**config.mk**
```make
export PLATFORM = sky130hd
export DESIGN_NAME = l2_cacheability_and_l1_coherence
export DESIGN_NICKNAME = d
export VERILOG_FILES = /design/src/logic/shadow_tag_mem.v /design/src/logic/coherence_op_seq.v /design/src/logic/l2_cacheability_and_l1_coherence.v
export VERILOG_INCLUDE_DIRS = /design/src /design/src/common
export SDC_FILE = /design/constraint.sdc
export NUM_CORES = 2
export LEC_CHECK = 0
export ABC_AREA = 1
export BUFFER_PORTS_ARGS = -buffer_cell sky130_fd_sc_hd__buf_2
export CAP_MARGIN = 20
export CORE_ASPECT_RATIO = 0.9
export CORE_MARGIN = 3
export CORE_UTILIZATION = 41
export CTS_CLUSTER_DIAMETER = 200
export CTS_CLUSTER_SIZE = 20
export DETAILED_ROUTE_END_ITERATION = 7
export PLACE_DENSITY_LB_ADDON = 0.12
export SYNTH_ARGS = -nofsm -noshare
export SYNTH_HDL_FRONTEND = slang
export SYNTH_SLANG_ARGS = --single-unit
```
**constraint.sdc**
```tcl
create_clock -name mclk_i -period 6.3 [get_ports mclk_i]
set_input_delay 0.315 -clock mclk_i [delete_from_list [all_inputs] [get_ports mclk_i]]
set_output_delay 0.315 -clock mclk_i [all_outputs]
set_load 0.05 [all_outputs]
```
**src/common/l2_cache_defines.vh**
```
// Purpose: constants of the cacheability and coherence controller
// Assumes: byte addresses on a 32-bit register port
// Notes: reset values, offsets and field positions
// Behaviour
// - one copy-permit bit per range attribute
// - copy-permit bits except attribute zero reset to zero
// - attribute zero read-only, reads one
// - attributes one to fifteen read-only zero
// - double miss with permit zero goes long-distance
// - long read stalls cpu, dirty lru victim written on data reads only
// - permit zero keeps no l2 or data cache copy outside l2 ram
// - program cache ignores attributes
// - l2 ram coherent with data cache only
// - dma read of dirty line issues snoop-read
// - dma write to present line issues snoop-write
// - l2 evictions write dirty victims, no invalidate
// - data victims never allocate l2 lines
// - victim hit updates dirty, not lru
// - dma writes never invalidate program cache
// - shadow data tags consulted on dma access
// - snoop-read keeps line valid, no writeback
// - non-cacheable write hitting l2 handled
// - control registers at documented addresses
// - config reports core count and identifier
// - config bits nine and eight flush l1 caches
// - reserved config bits read zero
// - config bit three freezes l2 allocation
// - config bits two to zero select size
// - base first, count of 1 to ffe0 starts block op
// - global bit clears when operation completes
`ifndef L2_CACHE_DEFINES_VH
`define L2_CACHE_DEFINES_VH
`define ADDR_L2_CONFIG        32'h01840000
`define ADDR_WB_BASE          32'h01844000
`define ADDR_WB_COUNT         32'h01844004
`define ADDR_WBINV_BASE       32'h01844010
`define ADDR_WBINV_COUNT      32'h01844014
`define ADDR_INV_BASE         32'h01844018
`define ADDR_INV_COUNT        32'h0184401c
`define ADDR_GLOBAL_WB        32'h01845000
`define ADDR_GLOBAL_WBINV     32'h01845004
`define ADDR_GLOBAL_INV       32'h01845008
`define ADDR_ATTR_BASE        32'h01848000
`define ADDR_ATTR_MASK        32'hfffffc00
`define CFG_CORE_COUNT_LSB    24
`define CFG_CORE_ID_LSB       16
`define CFG_PROG_FLUSH_BIT    9
`define CFG_DATA_FLUSH_BIT    8
`define CFG_FREEZE_BIT        3
`define CFG_SIZE_MSB          2
`define CFG_RESET             4'h0
`define COUNT_MAX             16'hffe0
`define FIXED_ATTR_LAST       8'h0f
`define OP_TICKS              8'h10
`endif

```
**src/logic/shadow_tag_mem.v**
```verilog
// Purpose: shadow copy of data cache tags, valid and dirty
// Assumes: one write port, one registered read port
// Notes: read data appear one cycle after the read address
`timescale 1ns/1ns
`default_nettype none
module shadow_tag_mem #(
  parameter IDX_W = 6,
  parameter TAG_W = 20
) (
  input  wire             mclk_i,
  input  wire             rst_n_i,
  input  wire             ce_i,
  input  wire             we_i,
  input  wire [IDX_W-1:0] widx_i,
  input  wire [TAG_W+1:0] wdata_i,
  input  wire [IDX_W-1:0] ridx_i,
  output reg  [TAG_W+1:0] rdata_o
);
  reg [TAG_W+1:0] mem_r [0:(1<<IDX_W)-1];
  always @(posedge mclk_i) begin
    if (ce_i && we_i) begin
      mem_r[widx_i] <= wdata_i;
    end
  end
  always @(posedge mclk_i or negedge rst_n_i) begin
    if (!rst_n_i) begin
      rdata_o <= {(TAG_W+2){1'b0}};
    end else if (ce_i) begin
      rdata_o <= mem_r[ridx_i];
    end
  end
endmodule
`default_nettype wire

```
**src/logic/coherence_op_seq.v**
```verilog
// Purpose: one program-initiated coherence operation sequencer
// Assumes: remaining count drops by OP_TICKS per busy cycle
// Notes: count reads non-zero while running
`timescale 1ns/1ns
`default_nettype none
`include "l2_cache_defines.vh"
module coherence_op_seq (
  input  wire        mclk_i,
  input  wire        rst_n_i,
  input  wire        ce_i,
  input  wire        start_i,
  input  wire [15:0] count_i,
  output reg  [15:0] remain_o,
  output wire        busy_o
);
  always @(posedge mclk_i or negedge rst_n_i) begin
    if (!rst_n_i) begin
      remain_o <= 16'h0000;
    end else if (ce_i) begin
      if (start_i) begin
        remain_o <= (count_i > `COUNT_MAX) ? 16'h0000 : count_i;
      end else if (remain_o != 16'h0000) begin
        remain_o <= (remain_o > {8'h00, `OP_TICKS}) ?
                    remain_o - {8'h00, `OP_TICKS} : 16'h0000;
      end
    end
  end
  assign busy_o = (remain_o != 16'h0000);
endmodule
`default_nettype wire

```
**src/logic/l2_cacheability_and_l1_coherence.v**
```verilog
// Purpose: cacheability attributes, l1 coherence and l2 control registers
// Assumes: single clock, register reads return one cycle later
// Notes: l2 array and l1 caches sit outside; this block decides
`timescale 1ns/1ns
`default_nettype none
`include "l2_cache_defines.vh"
module l2_cacheability_and_l1_coherence #(
  parameter [3:0] CORE_COUNT_M1 = 4'h0,
  parameter [3:0] CORE_ID       = 4'h0,
  parameter       IDX_W         = 6,
  parameter       TAG_W         = 20
) (
  input  wire        mclk_i,
  input  wire        rst_n_i,
  input  wire        ce_i,
  input  wire [31:0] reg_addr_i,
  input  wire [31:0] reg_wdata_i,
  input  wire        reg_wr_i,
  input  wire        reg_rd_i,
  output reg  [31:0] reg_rdata_o,
  input  wire        miss_req_i,
  input  wire        miss_prog_i,
  input  wire        miss_write_i,
  input  wire [31:0] miss_addr_i,
  input  wire        miss_l2ram_i,
  input  wire        miss_l2hit_i,
  output reg         long_access_o,
  output reg         allocate_o,
  output reg         data_l1_cache_keep_o,
  output reg         nc_write_hit_o,
  output wire        cpu_stall_o,
  output reg         lru_wb_req_o,
  input  wire        long_read_done_i,
  input  wire        victim_req_i,
  input  wire        victim_l2hit_i,
  output reg         victim_to_ext_o,
  output reg         victim_set_dirty_o,
  input  wire        l2_evict_i,
  input  wire        l2_evict_dirty_i,
  output reg         evict_wb_o,
  input  wire        shadow_we_i,
  input  wire [IDX_W-1:0] shadow_widx_i,
  input  wire [TAG_W+1:0] shadow_wdata_i,
  input  wire        dma_req_i,
  input  wire        dma_write_i,
  input  wire [31:0] dma_addr_i,
  output reg         snoop_read_cmd_o,
  output reg         snoop_write_cmd_o,
  output reg  [31:0] snoop_addr_o,
  output wire        program_cache_flush_all_o,
  output wire        data_cache_flush_all_o,
  output wire        freeze_select_o,
  output wire [2:0]  cache_size_select_o,
  output wire        coherence_busy_o
);
////////////////////////////////////////////////////////////////////////////
// register state
  reg  [3:0]  cfg_r;
  reg         pflush_r;
  reg         dflush_r;
  wire [255:0] permit;
  reg  [31:0] base_r [0:2];
  reg  [2:0]  gbl_r;
  reg  [7:0]  gcnt_r;
  reg         long_busy_r;
  wire [15:0] remain [0:2];
  wire [2:0]  blk_busy;
  wire        any_busy;
  wire        attr_hit;
  wire [7:0]  attr_idx;
  wire [7:0]  miss_idx;
  wire        miss_permit;
  assign attr_hit = ((reg_addr_i & `ADDR_ATTR_MASK) == `ADDR_ATTR_BASE);
  assign attr_idx = reg_addr_i[9:2];
  assign miss_idx = miss_addr_i[31:24];
  assign miss_permit = permit[miss_idx];
  assign any_busy = (|blk_busy) | (|gbl_r);
  assign coherence_busy_o = any_busy;
////////////////////////////////////////////////////////////////////////////
// range attribute registers
  genvar g;
  generate
    for (g = 0; g < 256; g = g + 1) begin : attr
      if (g == 0) begin : fixed_one
        assign permit[g] = 1'b1;
      end else if (g <= 15) begin : fixed_zero
        assign permit[g] = 1'b0;
      end else begin : live
        reg bit_r;
        always @(posedge mclk_i or negedge rst_n_i) begin
          if (!rst_n_i) begin
            bit_r <= 1'b0;
          end else if (ce_i && reg_wr_i && attr_hit && attr_idx == g) begin
            bit_r <= reg_wdata_i[0];
          end
        end
        assign permit[g] = bit_r;
      end
    end
  endgenerate
////////////////////////////////////////////////////////////////////////////
// configuration and global controls
  always @(posedge mclk_i or negedge rst_n_i) begin
    if (!rst_n_i) begin
      cfg_r    <= `CFG_RESET;
      pflush_r <= 1'b0;
      dflush_r <= 1'b0;
    end else if (ce_i) begin
      pflush_r <= 1'b0;
      dflush_r <= 1'b0;
      if (reg_wr_i && reg_addr_i == `ADDR_L2_CONFIG) begin
        cfg_r    <= reg_wdata_i[`CFG_FREEZE_BIT:0];
        pflush_r <= reg_wdata_i[`CFG_PROG_FLUSH_BIT];
        dflush_r <= reg_wdata_i[`CFG_DATA_FLUSH_BIT];
      end
    end
  end
  assign program_cache_flush_all_o = pflush_r;
  assign data_cache_flush_all_o    = dflush_r;
  assign freeze_select_o           = cfg_r[`CFG_FREEZE_BIT];
  assign cache_size_select_o       = cfg_r[`CFG_SIZE_MSB:0];

  always @(posedge mclk_i or negedge rst_n_i) begin
    if (!rst_n_i) begin
      gbl_r  <= 3'b000;
      gcnt_r <= 8'h00;
    end else if (ce_i) begin
      if (gbl_r != 3'b000) begin
        if (gcnt_r == `OP_TICKS) begin
          gbl_r  <= 3'b000;
          gcnt_r <= 8'h00;
        end else begin
          gcnt_r <= gcnt_r + 8'h01;
        end
      end else if (reg_wr_i && reg_wdata_i[0] && !any_busy) begin
        if (reg_addr_i == `ADDR_GLOBAL_WB) gbl_r <= 3'b001;
        if (reg_addr_i == `ADDR_GLOBAL_WBINV) gbl_r <= 3'b010;
        if (reg_addr_i == `ADDR_GLOBAL_INV) gbl_r <= 3'b100;
      end
    end
  end
////////////////////////////////////////////////////////////////////////////
// block coherence operations
  generate
    for (g = 0; g < 3; g = g + 1) begin : blk
      wire [31:0] base_a;
      wire [31:0] cnt_a;
      wire        start;
      assign base_a = (g == 0) ? `ADDR_WB_BASE :
                      (g == 1) ? `ADDR_WBINV_BASE : `ADDR_INV_BASE;
      assign cnt_a  = (g == 0) ? `ADDR_WB_COUNT :
                      (g == 1) ? `ADDR_WBINV_COUNT : `ADDR_INV_COUNT;
      assign start  = reg_wr_i && reg_addr_i == cnt_a && !any_busy &&
                      reg_wdata_i[15:0] != 16'h0000;
      always @(posedge mclk_i or negedge rst_n_i) begin
        if (!rst_n_i) begin
          base_r[g] <= 32'h00000000;
        end else if (ce_i && reg_wr_i && reg_addr_i == base_a &&
                     !any_busy) begin
          base_r[g] <= reg_wdata_i;
        end
      end
      coherence_op_seq u_seq (
        .mclk_i   (mclk_i),
        .rst_n_i  (rst_n_i),
        .ce_i     (ce_i),
        .start_i  (start),
        .count_i  (reg_wdata_i[15:0]),
        .remain_o (remain[g]),
        .busy_o   (blk_busy[g])
      );
    end
  endgenerate
////////////////////////////////////////////////////////////////////////////
// register read port
  always @(posedge mclk_i or negedge rst_n_i) begin
    if (!rst_n_i) begin
      reg_rdata_o <= 32'h00000000;
    end else if (ce_i) begin
      reg_rdata_o <= 32'h00000000;
      if (reg_rd_i) begin
        if (attr_hit) begin
          reg_rdata_o <= {31'h00000000, permit[attr_idx]};
        end else begin
          case (reg_addr_i)
            `ADDR_L2_CONFIG: reg_rdata_o <= {4'h0, CORE_COUNT_M1, 4'h0,
                                             CORE_ID, 12'h000, cfg_r};
            `ADDR_WB_COUNT:     reg_rdata_o <= {16'h0000, remain[0]};
            `ADDR_WBINV_COUNT:  reg_rdata_o <= {16'h0000, remain[1]};
            `ADDR_INV_COUNT:    reg_rdata_o <= {16'h0000, remain[2]};
            `ADDR_GLOBAL_WB:    reg_rdata_o <= {31'h00000000, gbl_r[0]};
            `ADDR_GLOBAL_WBINV: reg_rdata_o <= {31'h00000000, gbl_r[1]};
            `ADDR_GLOBAL_INV:   reg_rdata_o <= {31'h00000000, gbl_r[2]};
            default:            reg_rdata_o <= 32'h00000000;
          endcase
        end
      end
    end
  end
////////////////////////////////////////////////////////////////////////////
// l1 miss handling
  always @(posedge mclk_i or negedge rst_n_i) begin
    if (!rst_n_i) begin
      long_access_o        <= 1'b0;
      allocate_o           <= 1'b0;
      data_l1_cache_keep_o <= 1'b0;
      nc_write_hit_o       <= 1'b0;
      lru_wb_req_o         <= 1'b0;
      long_busy_r          <= 1'b0;
    end else if (ce_i) begin
      long_access_o  <= 1'b0;
      allocate_o     <= 1'b0;
      nc_write_hit_o <= 1'b0;
      lru_wb_req_o   <= 1'b0;
      if (long_busy_r && long_read_done_i) begin
        long_busy_r <= 1'b0;
      end
      if (miss_req_i) begin
        if (miss_prog_i) begin
          data_l1_cache_keep_o <= 1'b1;
          allocate_o <= !miss_l2ram_i && !miss_l2hit_i &&
                        miss_permit && !cfg_r[`CFG_FREEZE_BIT] &&
                        cfg_r[`CFG_SIZE_MSB:0] != 3'h0;
          long_access_o <= !miss_l2ram_i && !miss_l2hit_i && !miss_permit;
          if (!miss_l2ram_i && !miss_l2hit_i && !miss_permit) begin
            long_busy_r <= 1'b1;
          end
        end else begin
          data_l1_cache_keep_o <= miss_permit || miss_l2ram_i;
          if (!miss_l2ram_i && !miss_l2hit_i) begin
            if (!miss_permit) begin
              long_access_o <= 1'b1;
              if (!miss_write_i) begin
                long_busy_r  <= 1'b1;
                lru_wb_req_o <= 1'b1;
              end
            end else begin
              allocate_o <= !cfg_r[`CFG_FREEZE_BIT] &&
                            cfg_r[`CFG_SIZE_MSB:0] != 3'h0;
            end
          end else if (miss_l2hit_i && miss_write_i && !miss_permit) begin
            nc_write_hit_o <= 1'b1;
          end
        end
      end
    end
  end
  assign cpu_stall_o = long_busy_r;
////////////////////////////////////////////////////////////////////////////
// victims and evictions
  always @(posedge mclk_i or negedge rst_n_i) begin
    if (!rst_n_i) begin
      victim_to_ext_o    <= 1'b0;
      victim_set_dirty_o <= 1'b0;
      evict_wb_o         <= 1'b0;
    end else if (ce_i) begin
      victim_to_ext_o    <= victim_req_i && !victim_l2hit_i;
      victim_set_dirty_o <= victim_req_i && victim_l2hit_i;
      evict_wb_o         <= l2_evict_i && l2_evict_dirty_i;
    end
  end
////////////////////////////////////////////////////////////////////////////
// dma snoops through shadow tags
  wire [TAG_W+1:0] shadow_q;
  reg              dma_pend_r;
  reg              dma_wr_r;
  reg  [31:0]      dma_addr_r;
  shadow_tag_mem #(
    .IDX_W (IDX_W),
    .TAG_W (TAG_W)
  ) u_shadow (
    .mclk_i  (mclk_i),
    .rst_n_i (rst_n_i),
    .ce_i    (ce_i),
    .we_i    (shadow_we_i),
    .widx_i  (shadow_widx_i),
    .wdata_i (shadow_wdata_i),
    .ridx_i  (dma_addr_i[IDX_W+5:6]),
    .rdata_o (shadow_q)
  );
  wire tag_match;
  assign tag_match = shadow_q[TAG_W+1] &&
                     shadow_q[TAG_W-1:0] == dma_addr_r[31:32-TAG_W];
  always @(posedge mclk_i or negedge rst_n_i) begin
    if (!rst_n_i) begin
      dma_pend_r        <= 1'b0;
      dma_wr_r          <= 1'b0;
      dma_addr_r        <= 32'h00000000;
      snoop_read_cmd_o  <= 1'b0;
      snoop_write_cmd_o <= 1'b0;
      snoop_addr_o      <= 32'h00000000;
    end else if (ce_i) begin
      dma_pend_r <= dma_req_i;
      dma_wr_r   <= dma_write_i;
      dma_addr_r <= dma_addr_i;
      snoop_read_cmd_o  <= dma_pend_r && !dma_wr_r && tag_match &&
                           shadow_q[TAG_W];
      snoop_write_cmd_o <= dma_pend_r && dma_wr_r && tag_match;
      if (dma_pend_r) begin
        snoop_addr_o <= dma_addr_r;
      end
    end
  end
endmodule
`default_nettype wire

```
==> impl_results.md <==
- Largest net degree at the start of global routing: 181
- R2r startpoint: blk[0].u_seq.remain_o[4]$_DFFE_PN0P_
- Count of state elements after synthesis: 1,828
- CP Launch Type: input port
- RSZ-0062 raised after global routing: no
- Max Cap Viol: 0
- Final wirelength: 248,000 um
- GRT overflow: 0
- Most common cell after layout, fill and taps aside: edfxtp_1
- Pwr dens: 267 nW/um^2
- Core area: 191,000 um^2
- Global placer's final weighted congestion: 0.858
- Max Clk Rate: 0.294 GHz
- Hold buffers post-CTS: 56
- Reg area: 52,800 um^2
- Reg-to-reg setup timing slack: 3.23 ns
- Initial antenna violation count: 16
- Final setup fails: 0
- CP max stage delay: 0.74 ns
- First-pass GRT wire length: 363,000 um
- Syn avg cell area: 10.5 um^2
- Crit path from: miss_addr_i[25]
- Min-delay src: reg_addr_i[14]
- ANT nets after route: 0
- Status: complete, no violations
- Final Max Slew Viols: 0
- Crit path arrival time: 4.04 ns
- Multi-input combinational cell area: 23,300 um^2
- Vias per cell: 5.61
- Fin Clk Skew: 0.0351 ns
- I/O Buffers: 199
- Maximum VDD drop: 226 uV
- Drt first pass iters: 6
- Seq/Total Area, Yosys: 66.7%
- Final Hold Viols: 0
- Post-CTS Resized: 0
- Filler cell count: 17,900
- Critical Path RT: 6.94 ns
- CP dominant cell by count: nand3_1
- CP delay by family, top: buffers and inverters
- Dpl cells: 9,960
- Die Span X: 469 um
- CP cell instances: buf_2 -> buf_4 -> nand2_1 -> buf_4 -> inv_1 -> nand2_1 -> nand3_1 -> nand3_1 -> nand3_1 -> nand3_1 -> nand3_1 -> nand2_1 -> nand4_1 -> nand2_1 -> dlygate4sd3_1
- Synth Flop Type: edfxtp_1
- Mapped Cells: 7,536
- Post-synthesis async set-or-reset flop share: 23.0%
- Post-CTS setup buffer count: 0
- CTS buffer count: 101
- CTS tree: yes
- Placed wire-length estimate: 135,000 um
- Global-route usage over all layers: 24.4%
- Netlist Area Pre-Place: 79,200 um^2
- Crit path time final: 3.40 ns
- Final worst path period share: 53.9%
- DRT iter0 DRCs: 7,046
- Worst min-delay path class: input port to flip-flop
- Routed len/inst: 24.4 um
- Final nets: 7,767
- Post-synth EDFFs: 1,408
- Num Clock Sinks: 1,828
- DRC viols: 0
- Routed vias: 57,100
- Slew headroom: 23.8%
- Crit path kind: input port to flip-flop
- CTS Buffer Depth: 3
- Layout cells sized above 1: 8.68%
- Crit end category: flip-flop
- Post-route insts no fill: 10,200
- Overall Power: 23.1 mW
- Die span in y: 423 um
- Slowest-stage cell, CP: inv_1
- Most frequent cells in the layout: 1,408 x edfxtp_1, 1,268 x nor2_1, 1,170 x nand2_1
- Leak: 31.9 nW
- CP bufs+invs: 5
- Ports: 256
- Effective utilization at floorplan: 41.4%
- Warnings from Yosys: 0
- Clock slew at reported path FFs: 0.10 ns
- Site Rows: 152
- Netlist cell types: 45
- Htree depth: 3
- Setup_tns: 0 ns
- Area growth syn-to-layout: 9.35%
- Worst Tran Pin Value: 1.14 ns
- CP max FO: 40
- Die area: 198,000 um^2
- Vias in the first global route: 53,600
- CTS Root Cell: clkbuf_16
- Clk Latency, worst-skew pair: 0.75 ns
==> path summary, 6_finish.rpt <==
check                                                            end  cells past startpoint
max in group asynchronous                     dma_pend_r$_DFFE_PN0P_                      3
worst min register to register          snoop_addr_o[24]$_DFFE_PN0P_                      2
worst max register to register  blk[1].u_seq.remain_o[3]$_DFFE_PN0P_                     11
worst min-delay path                      reg_rdata_o[0]$_DFFE_PN0P_                      6
min in group asynchronous           attr[144].live.bit_r$_DFFE_PN0P_                      2
worst max-delay path                         cpu_stall_o$_DFFE_PN0P_                     15
==> sequential cells by signal, summed over array words and instances, names as in the netlist, 4 cells and up <==
register / count
attr.live.bit_r: 240
u_shadow.rdata_o: 22
u_shadow.mem_r: 1408
dma_addr_r: 32
blk.u_seq.remain_o: 48
snoop_addr_o: 32
gcnt_r: 8
cfg_r: 4
reg_rdata_o: 16
==> report_power, final <==
part	total (mW)	internal, mW	switching (mW)
sequential	13.4	13.2	0.215
combinational	2.71	0.738	1.97
clock	6.98	3.03	3.94
==> worst register-to-register path, cell delays in order, from the launching register on <==
cell and delay, ns:
dfrtp_1 0.42, inv_1 0.13, ha_1 0.22, nand2_2 0.13, nor4_4 0.46, nand4_2 0.28, nor2_4 0.26, nand2_4 0.13
a21oi_4 0.49, nand2_1 0.29, nand2_1 0.13, nand2_1 0.05
==> metrics by stage <==
step / area, um^2 / setup slack (ns) / util [%] / hold slack (ns)
3_5_place_dp: 83100 / 2.71 / 43.4 / 0.430
4_1_cts: 86500 / 3.03 / 45.2 / 0.00184
3_3_place_gp: 83100 / 2.71 / 43.4 / 0.418
5_1_grt: 86500 / 2.77 / 45.2 / 0.0471
6_report: 86600 / 2.90 / 45.2 / 0.0866
2_1_floorplan: 79200 / 3.59 / - / 0.0194
==> cells in the mapped netlist, types with 2 or more instances <==
master     number  share of area (%)
buf_2          39               0.25
a211oi_1        3              0.028
inv_2           5              0.024
buf_4          21               0.20
inv_1         370                1.8
nand2_4         2              0.028
clkbuf_1      384                1.8
xor2_1         24               0.27
edfxtp_1     1408                 53
nor3_1         29               0.18
a21oi_1       256                1.6
buf_1          43               0.20
dfrtp_1       420                 13
clkinv_1        9              0.043
a22oi_1        64               0.61
o21ai_0      1004                6.3
o2111ai_1       6              0.066
a21oi_4         3              0.062
ha_1           10               0.16
mux2_2         73                1.0
nand4_1        23               0.18
a221oi_1       10               0.11
o22ai_1       393                3.1
nand3_1       224                1.4
nand2_1      1171                5.6
or2_2          23               0.18
a31oi_1        24               0.19
buf_6           3              0.043
nor4_1         15               0.12
nand3b_1        2              0.019
nor4_2          2              0.032
o21ai_1         6              0.038
o211ai_1      110                1.0
xnor2_1        10               0.11
nand2_2         2              0.016
nor2_4          2              0.028
nor2_1       1335                6.3
==> routing by layer <==
metal / vias to the layer above / share of wire (%) / global-route usage [%]
met5: - / 0.0052 / 0
met4: 2 / 2.0 / 4.98
met3: 276 / 7.9 / 3.63
met2: 2114 / 44 / 36.7
met1: 28400 / 46 / 37.4
li1: 26400 / - / -
==> cell type report <==
cell class / count / share of cell area [%]
Sequential cell: 1828 / 61.0
Multi-Input combinational cell: 4849 / 26.9
Tap cell: 2541 / 3.67
Timing Repair Buffer: 419 / 3.51
Clock buffer: 150 / 3.18
Inverter: 384 / 1.69
Clock inverter: 6 / 0.0723
Antenna cell: 6 / 0.0173
==> kinds of logic after synthesis <==
| kind of cell | count (synthesis) | synth area share (%) |
|---|---|---|
| xor+xnor | 34 | 0.376 |
| buf+inv | 874 | 4.33 |
| flops | 1828 | 66.7 |
| mux | 73 | 1.04 |
| other cells | 1 | 0.00474 |
| fa+ha+maj | 10 | 0.158 |
| simple gates | 2837 | 14.2 |
| compound gates | 1879 | 13.2 |
(Power assumes the default switching activity.)
